===== src/common/clamp_regs_pkg.sv =====
// Package for the clamp timing and clock supervision register pair.
// Assumes a register port that carries a 5-bit register address and 16-bit words.
package clamp_regs_pkg;
  localparam int unsigned ADDR_W = 5;
  localparam int unsigned DATA_W = 16;
  localparam logic [4:0] CLAMP_TIME_OFFSET = 5'h1e;
  localparam logic [4:0] CLOCK_WATCH_OFFSET = 5'h1f;
  localparam logic [15:0] CLAMP_TIME_RESET = 16'h2600;
  localparam logic [15:0] CLOCK_WATCH_RESET = 16'h0001;
  localparam int unsigned FIELD_MSB = 15;
  localparam int unsigned FIELD_LSB = 8;
  localparam int unsigned REJECT_BIT = 1;
  localparam int unsigned PARITY_BIT = 0;
  localparam logic [7:0] CLAMP_FORCE_HIGH = 8'h00;
  localparam logic [7:0] CLAMP_FORCE_LOW = 8'hff;
  localparam logic [7:0] CLAMP_MIN_VALID = 8'h0a;
  localparam logic [7:0] FIELD_RESET_ZERO = 8'h00;
endpackage


===== src/design/clamp_timing_regs.sv =====
// Clamp timing and clock supervision register bank with its clamp mode decode.
// Assumes the frame decoder presents one-cycle read and write strobes with an address.
`timescale 1ns/1ps
module clamp_timing_regs (
  input wire logic ref_clk_in,
  input wire logic rst_n_in,
  input wire logic wr_en_in,
  input wire logic rd_en_in,
  input wire logic [clamp_regs_pkg::ADDR_W-1:0] addr_in,
  input wire logic [clamp_regs_pkg::DATA_W-1:0] wdata_in,
  input wire logic frame_done_in,
  input wire logic frame_bad_in,
  input wire logic tally_valid_in,
  input wire logic [7:0] tally_in,
  output logic [clamp_regs_pkg::DATA_W-1:0] rdata_out,
  output logic rdata_valid_out,
  output logic [7:0] clamp_duration_out,
  output logic clamp_force_high_out,
  output logic clamp_force_low_out,
  output logic clamp_reserved_out
);
  import clamp_regs_pkg::*;

  logic [7:0] clamp_duration_q;
  logic [7:0] oscillator_tally_q;
  logic last_frame_rejected_q;
  logic [DATA_W-1:0] raw_word;
  logic [DATA_W-1:0] parity_word;

  // Only the upper byte is storage; the low byte is never held.
  always_ff @(posedge ref_clk_in or negedge rst_n_in) begin
    if (!rst_n_in) begin
      clamp_duration_q <= CLAMP_TIME_RESET[FIELD_MSB:FIELD_LSB];
    end else if (wr_en_in && addr_in == CLAMP_TIME_OFFSET) begin
      clamp_duration_q <= wdata_in[FIELD_MSB:FIELD_LSB];
    end
  end

  AST_WRITE_FIELD: assert property (
    @(posedge ref_clk_in) disable iff (!rst_n_in)
    wr_en_in && addr_in == CLAMP_TIME_OFFSET
    |=> ##1 clamp_duration_out == $past(wdata_in[FIELD_MSB:FIELD_LSB], 2))
    else $error("duration output did not follow write");

  AST_WRITE_OTHER: assert property (
    @(posedge ref_clk_in) disable iff (!rst_n_in)
    !(wr_en_in && addr_in == CLAMP_TIME_OFFSET)
    |=> clamp_duration_q == $past(clamp_duration_q))
    else $error("duration field changed without a write to it");

  // The tally has no write path at all, so a host write cannot disturb it.
  always_ff @(posedge ref_clk_in or negedge rst_n_in) begin
    if (!rst_n_in) begin
      oscillator_tally_q <= CLOCK_WATCH_RESET[FIELD_MSB:FIELD_LSB];
    end else if (tally_valid_in) begin
      oscillator_tally_q <= tally_in;
    end
  end

  AST_TALLY_RO: assert property (
    @(posedge ref_clk_in) disable iff (!rst_n_in)
    !tally_valid_in
    |=> oscillator_tally_q == $past(oscillator_tally_q))
    else $error("tally changed without clock check");

  AST_TALLY_LOAD: assert property (
    @(posedge ref_clk_in) disable iff (!rst_n_in)
    tally_valid_in
    |=> oscillator_tally_q == $past(tally_in))
    else $error("tally did not take the clock check count");

  // Updated at every frame end; it describes the frame before the current read.
  always_ff @(posedge ref_clk_in or negedge rst_n_in) begin
    if (!rst_n_in) begin
      last_frame_rejected_q <= 1'b0;
    end else if (frame_done_in) begin
      last_frame_rejected_q <= frame_bad_in;
    end
  end

  AST_REJECT_LOAD: assert property (
    @(posedge ref_clk_in) disable iff (!rst_n_in)
    frame_done_in
    |=> last_frame_rejected_q == $past(frame_bad_in))
    else $error("rejected flag did not take the frame result");

  AST_REJECT_HOLD: assert property (
    @(posedge ref_clk_in) disable iff (!rst_n_in)
    !frame_done_in
    |=> last_frame_rejected_q == $past(last_frame_rejected_q))
    else $error("rejected flag changed between frames");

  always_comb begin
    raw_word = '0;
    if (addr_in == CLAMP_TIME_OFFSET) begin
      raw_word[FIELD_MSB:FIELD_LSB] = clamp_duration_q;
    end else if (addr_in == CLOCK_WATCH_OFFSET) begin
      raw_word[FIELD_MSB:FIELD_LSB] = oscillator_tally_q;
    end
    raw_word[REJECT_BIT] = last_frame_rejected_q;
  end

  odd_parity_word #(
    .WIDTH(DATA_W)
  ) u_parity (
    .word_in(raw_word),
    .word_out(parity_word)
  );

  always_ff @(posedge ref_clk_in or negedge rst_n_in) begin
    if (!rst_n_in) begin
      rdata_out <= CLAMP_TIME_RESET;
      rdata_valid_out <= 1'b0;
    end else begin
      rdata_valid_out <= rd_en_in;
      if (rd_en_in) begin
        rdata_out <= parity_word;
      end
    end
  end

  AST_VALID_PULSE: assert property (
    @(posedge ref_clk_in) disable iff (!rst_n_in)
    1'b1
    |=> rdata_valid_out == $past(rd_en_in))
    else $error("read valid does not follow the read strobe");

  // The host may sample the word late, so it must stand until the next read.
  AST_READ_HOLD: assert property (
    @(posedge ref_clk_in) disable iff (!rst_n_in)
    !rd_en_in
    |=> rdata_out == $past(rdata_out))
    else $error("read word changed without a read");

  AST_REJECT_FLAG: assert property (
    @(posedge ref_clk_in) disable iff (!rst_n_in)
    frame_done_in ##1 rd_en_in
    |=> rdata_out[REJECT_BIT] == $past(frame_bad_in, 2))
    else $error("rejected flag wrong in read word");

  AST_ODD_PARITY: assert property (
    @(posedge ref_clk_in) disable iff (!rst_n_in)
    rdata_valid_out
    |-> ^rdata_out == 1'b1)
    else $error("read word parity not odd");

  AST_TALLY_READ: assert property (
    @(posedge ref_clk_in) disable iff (!rst_n_in)
    tally_valid_in ##1 (rd_en_in && !tally_valid_in && addr_in == CLOCK_WATCH_OFFSET)
    |=> rdata_out[FIELD_MSB:FIELD_LSB] == $past(tally_in, 2))
    else $error("tally read back wrong");

  AST_RESERVED_ZERO: assert property (
    @(posedge ref_clk_in) disable iff (!rst_n_in)
    rdata_valid_out
    |-> rdata_out[7:2] == 6'h00)
    else $error("reserved bits not zero");

  AST_UNMAPPED_READ: assert property (
    @(posedge ref_clk_in) disable iff (!rst_n_in)
    rd_en_in && addr_in != CLAMP_TIME_OFFSET && addr_in != CLOCK_WATCH_OFFSET
    |=> rdata_out[FIELD_MSB:FIELD_LSB] == 8'h00)
    else $error("unmapped read returned a nonzero field");

  AST_READ_FIELD: assert property (
    @(posedge ref_clk_in) disable iff (!rst_n_in)
    rd_en_in && addr_in == CLAMP_TIME_OFFSET
    |=> rdata_out[FIELD_MSB:FIELD_LSB] == clamp_duration_out)
    else $error("read field differs from the duration output");

  // Mode outputs follow the stored field one cycle later.
  always_ff @(posedge ref_clk_in or negedge rst_n_in) begin
    if (!rst_n_in) begin
      clamp_duration_out <= FIELD_RESET_ZERO;
      clamp_force_high_out <= 1'b0;
      clamp_force_low_out <= 1'b0;
      clamp_reserved_out <= 1'b0;
    end else begin
      clamp_duration_out <= clamp_duration_q;
      clamp_force_high_out <= clamp_duration_q == CLAMP_FORCE_HIGH;
      clamp_force_low_out <= clamp_duration_q == CLAMP_FORCE_LOW;
      clamp_reserved_out <= clamp_duration_q != CLAMP_FORCE_HIGH
        && clamp_duration_q < CLAMP_MIN_VALID;
    end
  end

  AST_FORCE_HIGH: assert property (
    @(posedge ref_clk_in) disable iff (!rst_n_in)
    clamp_duration_q == CLAMP_FORCE_HIGH
    |=> clamp_force_high_out && !clamp_force_low_out)
    else $error("zero duration did not force high");

  AST_FORCE_LOW: assert property (
    @(posedge ref_clk_in) disable iff (!rst_n_in)
    clamp_duration_q == CLAMP_FORCE_LOW
    |=> clamp_force_low_out && !clamp_force_high_out)
    else $error("all ones duration did not force low");

  AST_RESERVED_CODE: assert property (
    @(posedge ref_clk_in) disable iff (!rst_n_in)
    clamp_duration_q inside {[8'h01:8'h09]}
    |=> clamp_reserved_out && !clamp_force_high_out && !clamp_force_low_out)
    else $error("reserved duration code not flagged");

  AST_TIMED_CODE: assert property (
    @(posedge ref_clk_in) disable iff (!rst_n_in)
    clamp_duration_q inside {[8'h0a:8'hfe]}
    |=> !clamp_force_high_out && !clamp_force_low_out && !clamp_reserved_out)
    else $error("valid duration code raised a mode flag");

  // A timed window, a forced level and a reserved code can never be claimed together.
  AST_MODE_ONEHOT: assert property (
    @(posedge ref_clk_in) disable iff (!rst_n_in)
    1'b1
    |-> $onehot0({clamp_force_high_out, clamp_force_low_out, clamp_reserved_out}))
    else $error("more than one clamp mode flag set");

endmodule // clamp_timing_regs


===== src/design/odd_parity_word.sv =====
// Odd parity generator for a returned register word.
// Assumes the parity position is bit 0 and arrives as zero.
`timescale 1ns/1ps
module odd_parity_word #(
  parameter int unsigned WIDTH = 16
) (
  input wire logic [WIDTH-1:0] word_in,
  output logic [WIDTH-1:0] word_out
);
  // Bit 0 is chosen so that the ones count of the whole word is odd.
  always_comb begin
    word_out = word_in;
    word_out[0] = ~(^word_in[WIDTH-1:1]);
  end
endmodule // odd_parity_word


===== config.mk =====
export PLATFORM = sky130hd
export DESIGN_NAME = clamp_timing_regs
export DESIGN_NICKNAME = d
export VERILOG_FILES = /design/src/common/clamp_regs_pkg.sv /design/src/design/clamp_timing_regs.sv /design/src/design/odd_parity_word.sv
export SDC_FILE = /design/constraint.sdc
export NUM_CORES = 1
export LEC_CHECK = 0
export ABC_AREA = 0
export BUFFER_PORTS_ARGS = -buffer_cell sky130_fd_sc_hd__buf_4
export CORE_UTILIZATION = 30
export CTS_BUF_LIST = sky130_fd_sc_hd__clkbuf_4
export CTS_CLUSTER_DIAMETER = 60
export DETAILED_ROUTE_END_ITERATION = 6
export PLACE_DENSITY = 0.6
export SKIP_CTS_REPAIR_TIMING = 1
export SYNTH_ARGS = -nofsm -noshare
export SYNTH_HDL_FRONTEND = slang
export SYNTH_SLANG_ARGS = --single-unit

===== constraint.sdc =====
create_clock -name ref_clk_in -period 1.75 [get_ports ref_clk_in]
set_input_delay 0.525 -clock ref_clk_in [delete_from_list [all_inputs] [get_ports ref_clk_in]]
set_output_delay 0.525 -clock ref_clk_in [all_outputs]
set_load 0.01 [all_outputs]

# Yosys cells after proc, flatten, opt, wreduce, memory -nomap -nowiden
# Index checks and enable logic that the tools add are counted.
classes:
  n_lt_le_gt_ge: 1
  eq_ne: 3
  muxes: 2
  bitwise: 1
  n_reduce_logical: 5
op_table:
  columns: ["op", "count"]
  rows:
  - ["$mux 8", 2]
  - ["$reduce_xor 15->1", 1]
  - ["$eq 5x5->1 const B", 2]
  - ["$eq 8x8->1 const B", 1]
  - ["$logic_not 8->1", 1]
  - ["$lt 8x4->1 const B", 1]
  - ["$reduce_bool 8->1", 1]
  - ["$logic_and 1x1->1", 2]
  - ["$not 1->1", 1]
word_totals:
  ff_bits: 39
  input_bits: 36
  out_inout_bits: 28

# Logic depth before layout (Yosys ltp)
# Gate-level depths: netlist of run 1.
depth:
  word_depth: 5
  ltp_mapped: 6

# Hierarchy
# A second synthesis of run 1 with hierarchy kept.
unflattened:
  hier_cells: 132
  hier_area_um2: 1975.6
by_module_without_submodules:
  columns: ["module", "instances", "cells_per_inst", "area_each_um2"]
  rows:
  - ["clamp_timing_regs", 1, 106, 1725.4]
  - ["odd_parity_word", 1, 26, 250.2]

# Worst setup path before layout of run 1
# Ideal clock, no wire load.
synth_timing:
  path_kind: "input-to-reg"
  from: "input port addr_in[0] (netlist bit)"
  to: "register rdata_out[0] (netlist bit)"
  t_arrival_ps: 1818
  t_required_ps: 1673
  path_slack_ps: -146
  cell_stages: 6
  path_buffers: 0
  path_cell_list: "nand2b_2 > nor2_8 > a22oi_1 > xnor3_1 > xnor3_1 > a21oi_1"
synth_between:
  elab_chain_len: 5
  word_cells_on_any_way: 6
synth_lines:
  columns: ["item", "line_no", "rtl"]
  rows:
  - ["start: declaration", "clamp_timing_regs.sv:9", "input wire logic [clamp_regs_pkg::ADDR_W-1:0] addr_in,"]
  - ["$eq 5x5->1", "clamp_timing_regs.sv:97", "end else if (addr_in == CLOCK_WATCH_OFFSET) begin"]
  - ["$mux 8", "clamp_timing_regs.sv:97", null]
  - ["$mux 8 (*)", "clamp_timing_regs.sv:95", "if (addr_in == CLAMP_TIME_OFFSET) begin"]
  - ["$reduce_xor 15->1 (*)", "odd_parity_word.sv:13", "word_out[0] = ~(^word_in[WIDTH-1:1]);"]
  - ["$not 1->1 (*)", "odd_parity_word.sv:13", null]
  - ["end signal: assignment", "clamp_timing_regs.sv:117", "rdata_out <= parity_word;"]
  - ["end: declaration", "clamp_timing_regs.sv:15", "output logic [clamp_regs_pkg::DATA_W-1:0] rdata_out,"]
# Mark *: on every way between the ends. The rest lies on a longest branch, timed or not.
# A chain may end at the register's enable or synchronous reset.

# Worst setup path in the final report of run 1
layout_timing:
  from: "input port addr_in[3] (netlist bit)"
  to: "register rdata_out[0] (netlist bit)"
# Same word-level chain as after synthesis.

==> results of run 1 <==
==> cells in the mapped netlist <==
cell type  count  area [um^2]
dfrtp_1       33          826
mux2_2        18          203
nor2_1        12         45.0
a21oi_1        9         45.0
a22oi_1        7         52.6
buf_4          6         45.0
dfstp_2        6          158
a211oi_1       4         30.0
nand2b_1       4         25.0
nand2_1        3         11.3
clkbuf_1       2         7.51
nand4_1        2         12.5
nor2_8         2         40.0
nor2b_1        2         12.5
nor4b_1        2         17.5
or4_1          2         15.0
xnor2_1        2         17.5
xnor3_1        2         45.0
a22oi_2        1         12.5
buf_1          1         3.75
conb_1         1         3.75
nand2b_2       1         8.76
nand3_4        1         17.5
o21ai_0        1         5.00
==> routing by layer <==
| layer | global-route usage (%) | vias up | wire, um |
|---|---|---|---|
| li1 | - | 564 | - |
| met1 | 16.4 | 560 | 1540 |
| met2 | 19.0 | 45 | 1590 |
| met3 | 3.83 | 9 | 203 |
| met4 | 5.00 | 0 | 65 |
| met5 | 0 | - | 0 |
==> through the flow <==
stage / total power (W) / std cells
2_1_floorplan: 0.00134 / 129
3_3_place_gp: 0.00157 / 249
3_5_place_dp: 0.00159 / 249
4_1_cts: 0.00204 / 257
5_1_grt: 0.00216 / 261
6_report: 0.00203 / 261
==> power groups by stage <==
stage	Combinational (W)	Clock [W]	Sequential, W
final	0.000454	0.000446	0.00113
after global routing	0.000496	0.000508	0.00115
after CTS	0.000439	0.000462	0.00114
after detailed placement	0.000436	0	0.00115
after global placement	0.000429	0	0.00115
after floorplan	0.000171	0	0.00117
==> worst max-delay path by stage <==
| stage | slack, ns | endpoint | cells past startpoint |
|---|---|---|---|
| after floorplan | 0.01 | rdata_out[0] | 6 |
| after global placement | -0.25 | rdata_out[0] | 7 |
| after detailed placement | -0.32 | rdata_out[0] | 7 |
| after CTS | -0.12 | rdata_out[0] | 6 |
| after global routing | 0.003 | rdata_out[0] | 7 |
| final | 0.04 | rdata_out[0] | 7 |
==> critical path, stage by stage <==
cell,delay [ns]
buf_4,0.12
nand3_4,0.17
nor2_8,0.06
a22oi_2,0.17
xnor3_1,0.43
xnor3_1,0.36
a21oi_2,0.15
==> area by class of cell <==
type,count,area share [%]
clock inverters,2,0.381
clock buffers,6,1.96
multi-input cells,81,30.5
repair buffers,63,20.6
well taps,70,3.81
flip-flops and latches,39,42.8
==> cells by family after synthesis <==
group,after synthesis,share of synthesized area (%)
AND/OR/NAND/NOR,31,12.4
XOR/XNOR,4,3.77
multiplexers,18,12.2
other,1,0.226
AO/OA/AOI/OAI,22,8.75
flip-flops,39,59.3
buffers and inverters,9,3.39
==> registers in the layout, indices dropped and copies added, names as in the netlist <==
signal / count
clamp_force_high_out: 1
clamp_reserved_out: 1
oscillator_tally_q: 8
clamp_duration_out: 8
rdata_valid_out: 1
rdata_out: 10
last_frame_rejected_q: 1
clamp_force_low_out: 1
clamp_duration_q: 8
==> results.toml, run 1 <==
[status]
outcome = "complete, no violations"

[critical_path]
setup.worst_path.start = "addr_in[3]"
worstSetupPathType = "input port to flop"
regToRegEndpoint = "rdata_out[0]"
worstSetupStartpointType = "input port"
r2r_start = "clamp_duration_q[6]"
crit_path_dat_ns = 1.99
peak_fanout_along_the_critical_path = 6
timing.critical_path.to_type = "flop"
timing.reg2reg.setup_slack_ns = 0.09
cp_data_required_time_ns = 2.04
r2r_cells = 4

[floorplanning]
core-area_um2 = 5200
die_w_um = 76.4
chipHeight_um = 76.4
initial_utilization_pct = 31.9
top_level_ports = 64
rows = 26
dieArea_um2 = 5830

[placed_design]
io_buffer_count = 49
gp_congestion = 0.768
postPlaceCellArea_um2 = 2180
setup_slack_placement_ns = -0.319
dp.final_hpwl_um = 2570

[routing]
route.antenna.remaining_nets = 0
wl_per_cell_um = 13.0
drt_pass1_iterations = 4
vias_per_cell = 4.51
total_routed_length_um = 3400
detailroute.via_count = 1178
route.detailed.drc = 0
detail_route.iter0.violations = 60

[power]
swShare_pct = 27.9
sequential_share_of_power_pct = 55.8
share_comb_of_total_power_pct = 22.3
power.leakage_nw = 1.09
vdd_ir_drop_max_mv = 0.497
total_switching_power_w = 0.000568
internal_power_w = 0.00147
power.clock.fraction_pct = 21.9
cellPowerDensity_nw_per_um2 = 884

[sta]
finalWorstSetupSlack_ns = 0.0434
maxSlewViolCount = 0
hold_slack_ns = 0.116
setup_total_negative_slack_ns = 0
post-route-min-period_ns = 1.71
post-route-period-util_pct = 97.5
hold_violations = 0
report.final.setup_viol = 0
skew_ns = 0.0161
rsz0062_at_grt = "no"
fmax_ghz = 0.586

[layout]
layout.cells.most_common = "buf_4"
multi_input_area_um2 = 701
n_fill_cell = 492
final_cell_utilization_of_the_core_pct = 44.2
commonest_non_fill_non_tap_cells_in_the_layout = "buf_4, dfrtp_1, mux2_2, nor2_1, a21oi_1"
antennaDiodeCount = 0
final_net_count = 226
finalInstanceArea_um2 = 2300
area.sequential_um2 = 985
area_growth_syn_to_layout_pct = 38.6
final_layout_size_suffix_gt1_share_pct = 57.6

[run]
max_cap_viol_count = 0

[logic_synthesis]
synthesis.area_per_instance_um2 = 13.4
ys_warn_count = 0
synth_area_um2 = 1660
synth.distinct_cells = 24
post_synthesis_sequential_area_ratio_pct = 59.3
netlist_instances = 124
synth_seq_cells = 39

[clock_tree]
cts-buffers-inserted = 5
clk-insertion-delay-late_ns = 0.35
tritoncts_num_sinks = 39
cts-root-buf = "clkbuf_4"
cts_htree_levels = 2
clk_path_buf_depth = 2
tritoncts = "yes"
cts.clk_slew.worst_paths_ns = 0.12

[grt]
grt_max_degree = 40
grt_first_pass_wirelength_um = 5620
grt.total_usage_pct = 12.4
vias_in_the_first_global_route = 1166
antenna_found_initial = 0
gr-total-overflow = 0

[worst_hold_path]
worstHoldPathType = "input port to asynchronous set/reset pin"
No activity file was read; power rests on OpenSTA's default activity.
==> run 2, diff against run 1 <==
==> constraint.sdc (replaced) <==
create_clock -name ref_clk_in -period 1.75 [get_ports ref_clk_in]
set_input_delay 0.2625 -clock ref_clk_in [delete_from_list [all_inputs] [get_ports ref_clk_in]]
set_output_delay 0.2625 -clock ref_clk_in [all_outputs]
set_load 0.01 [all_outputs]
==> results.toml, run 2 (synthesized netlist as in run 1, its figures left out) <==
[routing]
detailroute.via_count = 1209
total_routed_length_um = 3570
vias_per_cell = 4.61
route.antenna.remaining_nets = 0
detail_route.iter0.violations = 53
wl_per_cell_um = 13.6
drt_pass1_iterations = 4
route.detailed.drc = 0

[sta]
report.final.setup_viol = 0
post-route-min-period_ns = 1.68
post-route-period-util_pct = 95.8
rsz0062_at_grt = "no"
finalWorstSetupSlack_ns = 0.0738
hold_violations = 0
maxSlewViolCount = 0
fmax_ghz = 0.597
skew_ns = 0.0133

[clock_tree]
cts-buffers-inserted = 5
cts_htree_levels = 2
clk_path_buf_depth = 2
tritoncts = "yes"
cts-root-buf = "clkbuf_4"
clk-insertion-delay-late_ns = 0.34
tritoncts_num_sinks = 39
cts.clk_slew.worst_paths_ns = 0.11

[floorplanning]
chipHeight_um = 76.4
die_w_um = 76.4
top_level_ports = 64
initial_utilization_pct = 31.9
rows = 26
core-area_um2 = 5200
dieArea_um2 = 5830

[power]
cellPowerDensity_nw_per_um2 = 894
vdd_ir_drop_max_mv = 0.409
power.leakage_nw = 1.07
p_total_w = 0.00202

[critical_path]
regToRegEndpoint = "rdata_out[0]"
worstSetupStartpointType = "flop"
crit_path_dat_ns = 1.95
critical_path.max_stage_delay_ns = 0.61
peak_fanout_along_the_critical_path = 7
timing.critical_path.to_type = "flop"
worstSetupPathType = "flop to flop"
r2r_start = "clamp_duration_q[2]"
r2r_cells = 6
timing.reg2reg.setup_slack_ns = 0.07
worstPathCellList = "nand2b_1 > a211oi_2 > a211oi_1 > xnor2_1 > xnor3_1 > a21oi_1"
critical-path-slowest-cell = "dfstp_2"
cp_data_required_time_ns = 2.03

[layout]
area_growth_syn_to_layout_pct = 35.9
antennaDiodeCount = 0
max_ffs_per_register = 10
layout.cells.most_common = "buf_4"
commonest_non_fill_non_tap_cells_in_the_layout = "buf_4, dfrtp_1, mux2_2, nor2_1, a21oi_1"
final_layout_size_suffix_gt1_share_pct = 52.1
registers.top_by_ff_count = "rdata_out"
final_net_count = 227
n_fill_cell = 517

[placed_design]
setup_slack_placement_ns = -0.117
gp_congestion = 0.893
io_buffer_count = 49
dp.final_hpwl_um = 2790

[worst_hold_path]
hold_end = "oscillator_tally_q[5]"
worstHoldPathType = "input port to flop"
whs_path_depth = 2
min-delay-start = "tally_in[5]"

[grt]
gr-total-overflow = 0
vias_in_the_first_global_route = 1241
grt_first_pass_wirelength_um = 6040
grt.total_usage_pct = 13.3
grt_max_degree = 40
antenna_found_initial = 0

[status]
outcome = "complete, no violations"

[run]
max_cap_viol_count = 0
run 2: cell count changes in the layout (fill, tap and decap cells not counted), moves of 2 or more:
| cell | delta |
|---|---|
| a211oi_1 | +2 |
| a211oi_2 | -2 |
| a22oi_1 | +2 |
| a22oi_2 | -2 |
| nor4b_1 | +2 |
run 2: metrics by stage:
| stage | utilization (%) | instances | setup TNS [ns] | instance area, um^2 | hold WS (ns) |
|---|---|---|---|---|---|
| finish | 43.3 | 262 | 0 | 2250 | 0.143 |
| global route | 43.3 | 262 | 0 | 2250 | 0.120 |
| CTS | 42.6 | 259 | 0 | 2220 | -0.122 |
| floorplan | - | 129 | 0 | 1680 | -0.0331 |
| global placement | 41.6 | 251 | -0.0486 | 2170 | 0.242 |
| detailed placement | 41.6 | 251 | -0.117 | 2170 | 0.261 |
run 2: worst max-delay path by stage:
stage | startpoint | endpoint | slack, ns
after floorplan | addr_in[0] | rdata_out[0] | 0.12
after global placement | addr_in[3] | rdata_out[0] | -0.05
after detailed placement | addr_in[3] | rdata_out[0] | -0.12
after CTS | clamp_duration_q[1] | rdata_out[0] | 0.007
after global routing | clamp_duration_q[1] | rdata_out[0] | 0.004
final | clamp_duration_q[2] | rdata_out[0] | 0.07
run 2: final cells by class:
type	instances	area, um^2	share of cell area (%)
Multi-Input combinational cell	81	648	28.7
Clock inverter	2	7.51	0.333
Timing Repair Buffer	64	483	21.4
Sequential cell	39	983	43.6
Clock buffer	6	45.0	2.00
Tap cell	70	87.6	3.88
run 2: worst max-delay path, delay by kind of cell (launching register included):
kind	cells	cell delay [ns]
AO/OA/AOI/OAI	3	0.46
XOR/XNOR	2	0.41
AND/OR/NAND/NOR	1	0.13
flip-flops	1	0.61
run 2: power breakdown:
part	switching (W)	leakage, nW	internal [W]
Clock	0.000272	0.0307	0.000164
Sequential	0.0000942	0.472	0.00104
Combinational	0.000188	0.569	0.000256
Total	0.000554	1.07	0.00146
run 2: routing by layer:
metal	vias up	GRT usage, %	wire [um]
met2	43	23.2	1890
met5	-	0	0
met3	6	4.67	195
met4	0	3.46	38
li1	566	-	-
met1	594	15.3	1440
==> run 3, diff against run 2 <==
--- a/config.mk
+++ b/config.mk
@@ -5,14 +5,15 @@
 export SDC_FILE = /design/constraint.sdc
 export NUM_CORES = 1
 export LEC_CHECK = 0
-export ABC_AREA = 0
+export ABC_AREA = 1
 export BUFFER_PORTS_ARGS = -buffer_cell sky130_fd_sc_hd__buf_4
 export CORE_UTILIZATION = 30
 export CTS_BUF_LIST = sky130_fd_sc_hd__clkbuf_4
 export CTS_CLUSTER_DIAMETER = 60
 export DETAILED_ROUTE_END_ITERATION = 6
-export PLACE_DENSITY = 0.6
+export PLACE_DENSITY = 0.59
 export SKIP_CTS_REPAIR_TIMING = 1
 export SYNTH_ARGS = -nofsm -noshare
 export SYNTH_HDL_FRONTEND = slang
+export SYNTH_HIERARCHICAL = 1
 export SYNTH_SLANG_ARGS = --single-unit
==> results.toml, run 3 <==
[floorplanning]
initial_utilization_pct = 31.6
dieArea_um2 = 8160
top_level_ports = 64
chipHeight_um = 90.3
die_w_um = 90.3
core-area_um2 = 7410
rows = 31

[logic_synthesis]
synth_seq_cells = 45
post_synth_most_frequent_cells = "nand2_1, dfrtp_1, mux2_2"
post_synthesis_sequential_area_ratio_pct = 48.4
number_of_flops_mapped_to_enable_cells_by_yosys = 0
ys_warn_count = 6
most_frequently_used_cell_type_in_the_post_synthesis_netlist = "nand2_1"
postSynth.topFlopCell = "dfrtp_1"
synthesis.area_per_instance_um2 = 8.97
netlist_instances = 261
synth_top_area_cell = "dfrtp_1"
async_flop_share_pct = 100
synth.distinct_cells = 20
synth_area_um2 = 2340
synth.area.top_cells = "dfrtp_1, nand2_1, mux2_2, dfstp_2, buf_4"
synth.top_cell.area_share_pct = 41.7

[critical_path]
critical_path_cell_count = 12
peak_fanout_along_the_critical_path = 3
cp_data_required_time_ns = 2.02
critPathTopFamily = "simple AND/OR/NAND/NOR gates"
critical-path-top-cell-by-count = "nand2_1"
critical_path.max_stage_delay_ns = 0.57
cp_num_buf_inv = 2
worstSetupPathType = "flop to flop"
crit_path_dat_ns = 1.88
critical-path-slowest-cell = "dfstp_2"
worstSetupStartpointType = "flop"
timing.critical_path.to_type = "flop"
worstPathCellList = "nand3_1 > nand2_2 > inv_1 > nand2_2 > nand3_1 > nand2_2 > inv_1 > nand2_1 > nand2_1 > nand2_1 > nand2_1 > mux2_2"
r2r_cells = 12

[grt]
grt.total_usage_pct = 12.3
gr-total-overflow = 0
grt_first_pass_wirelength_um = 8000
vias_in_the_first_global_route = 1773
grt_max_degree = 46
antenna_found_initial = 0

[sta]
setup_total_negative_slack_ns = 0
post-route-min-period_ns = 1.61
timing.max_slew.rel_slack_pct = 62.2
hold_violations = 0
rsz0062_at_grt = "no"
fmax_ghz = 0.620
post-route-period-util_pct = 92.1
skew_ns = 0.0109
worst_slew_pin_slew_ns = 0.567
report.final.setup_viol = 0
maxSlewViolCount = 0

[layout]
commonest_non_fill_non_tap_cells_in_the_layout = "nand2_1, buf_4, dfrtp_1, mux2_2, conb_1"
n_fill_cell = 767
multi_input_area_um2 = 1040
layout.cells.most_common = "nand2_1"
area_growth_syn_to_layout_pct = 31.1
antennaDiodeCount = 0
max_ffs_per_register = 16
final_net_count = 378
final_cell_utilization_of_the_core_pct = 41.4
registers.top_by_ff_count = "rdata_out"
area.sequential_um2 = 1130
final_layout_size_suffix_gt1_share_pct = 39.7

[power]
vdd_ir_drop_max_mv = 0.487
power.leakage_nw = 1.63
cellPowerDensity_nw_per_um2 = 809

[worst_hold_path]
whs_path_depth = 2
worstHoldPathType = "input port to flop"

[run]
max_cap_viol_count = 0

[clock_tree]
tritoncts_num_sinks = 45
cts.clk_slew.worst_paths_ns = 0.15
cts-root-buf = "clkbuf_4"
clk_path_buf_depth = 2
clk-insertion-delay-late_ns = 0.36
cts-buffers-inserted = 5
cts_htree_levels = 2
tritoncts = "yes"

[routing]
vias_per_cell = 4.11
total_routed_length_um = 4540
detailroute.via_count = 1816
drt_pass1_iterations = 6
route.antenna.remaining_nets = 0
detail_route.iter0.violations = 67
route.detailed.drc = 0
wl_per_cell_um = 10.3

[placed_design]
dp.final_hpwl_um = 3440
gp_congestion = 0.745
io_buffer_count = 55

[status]
outcome = "complete, no violations"
## run 3: changes by cell type in the layout (fill, tap and decap cells not counted), sizes merged, moves of 7 or more
cell | previous run | this run
a22oi | 8 | 0
mux2 | 18 | 25
a21oi | 9 | 0
conb | 6 | 22
nand3 | 1 | 14
buf | 63 | 76
inv | 0 | 25
nand2 | 3 | 98
nand4 | 2 | 18
## run 3: path summary, 6_finish.rpt
kind	slack, ns	start	end
worst max-delay path	0.14	clamp_duration_q[1]	rdata_out[0]
worst min-delay path	0.12	frame_bad_in	last_frame_rejected_q
worst max register to register	0.14	clamp_duration_q[1]	rdata_out[0]
worst min register to register	0.52	oscillator_tally_q[1]	oscillator_tally_q[1]
max in group asynchronous	0.94	rst_n_in	rdata_out[13]
min in group asynchronous	0.43	rst_n_in	oscillator_tally_q[7]
## run 3: area by class of cell
| cell class | count | area share (%) |
|---|---|---|
| well taps | 99 | 4.04 |
| clock inverters | 3 | 1.63 |
| repair buffers | 77 | 19.3 |
| clock buffers | 5 | 1.22 |
| flip-flops and latches | 45 | 36.9 |
| inverters | 24 | 3.02 |
| multi-input cells | 189 | 33.8 |
## run 3: worst register-to-register path, stage by stage, from the launching register on
cell and delay (ns):
dfstp_2 0.57, nand3_1 0.09, nand2_2 0.09, inv_1 0.05, nand2_2 0.08, nand3_1 0.09
nand2_2 0.09, inv_1 0.04, nand2_1 0.05, nand2_1 0.05, nand2_1 0.05, nand2_1 0.04
mux2_2 0.25
## run 3: where the power goes
part	switching, W	internal [W]	total, W
combinational	0.000275	0.000289	0.000564
sequential	0.0000622	0.00118	0.00124
clock	0.000364	0.000313	0.000678
total	0.000701	0.00178	0.00248
## run 3: cells by family after synthesis
logic type    after synthesis  synth area share (%)
buf+inv                    48                  11.7
mux                        25                  12.0
flops                      45                  48.4
simple gates              142                  27.7
other cells                 1                 0.160
## run 3: per-stage QoR
| step | hold slack, ns | area, um^2 | setup WS (ns) | power [W] | cells |
|---|---|---|---|---|---|
| 2_1_floorplan | -0.0331 | 2420 | 0.0147 | 0.00155 | 282 |
| 3_3_place_gp | 0.299 | 2940 | -0.0594 | 0.00181 | 432 |
| 3_5_place_dp | 0.305 | 2940 | -0.0730 | 0.00183 | 432 |
| 4_1_cts | -0.113 | 3030 | 0.0868 | 0.00253 | 440 |
| 5_1_grt | 0.0994 | 3070 | 0.00246 | 0.00264 | 442 |
| 6_report | 0.124 | 3070 | 0.138 | 0.00248 | 442 |
## run 3: per-layer routing
layer	vias up	global-route usage [%]	routed length (um)
met1	825	15.3	2050
met3	4	2.69	156
li1	956	-	-
met5	-	0	0
met4	0	5.51	71
met2	31	20.4	2260
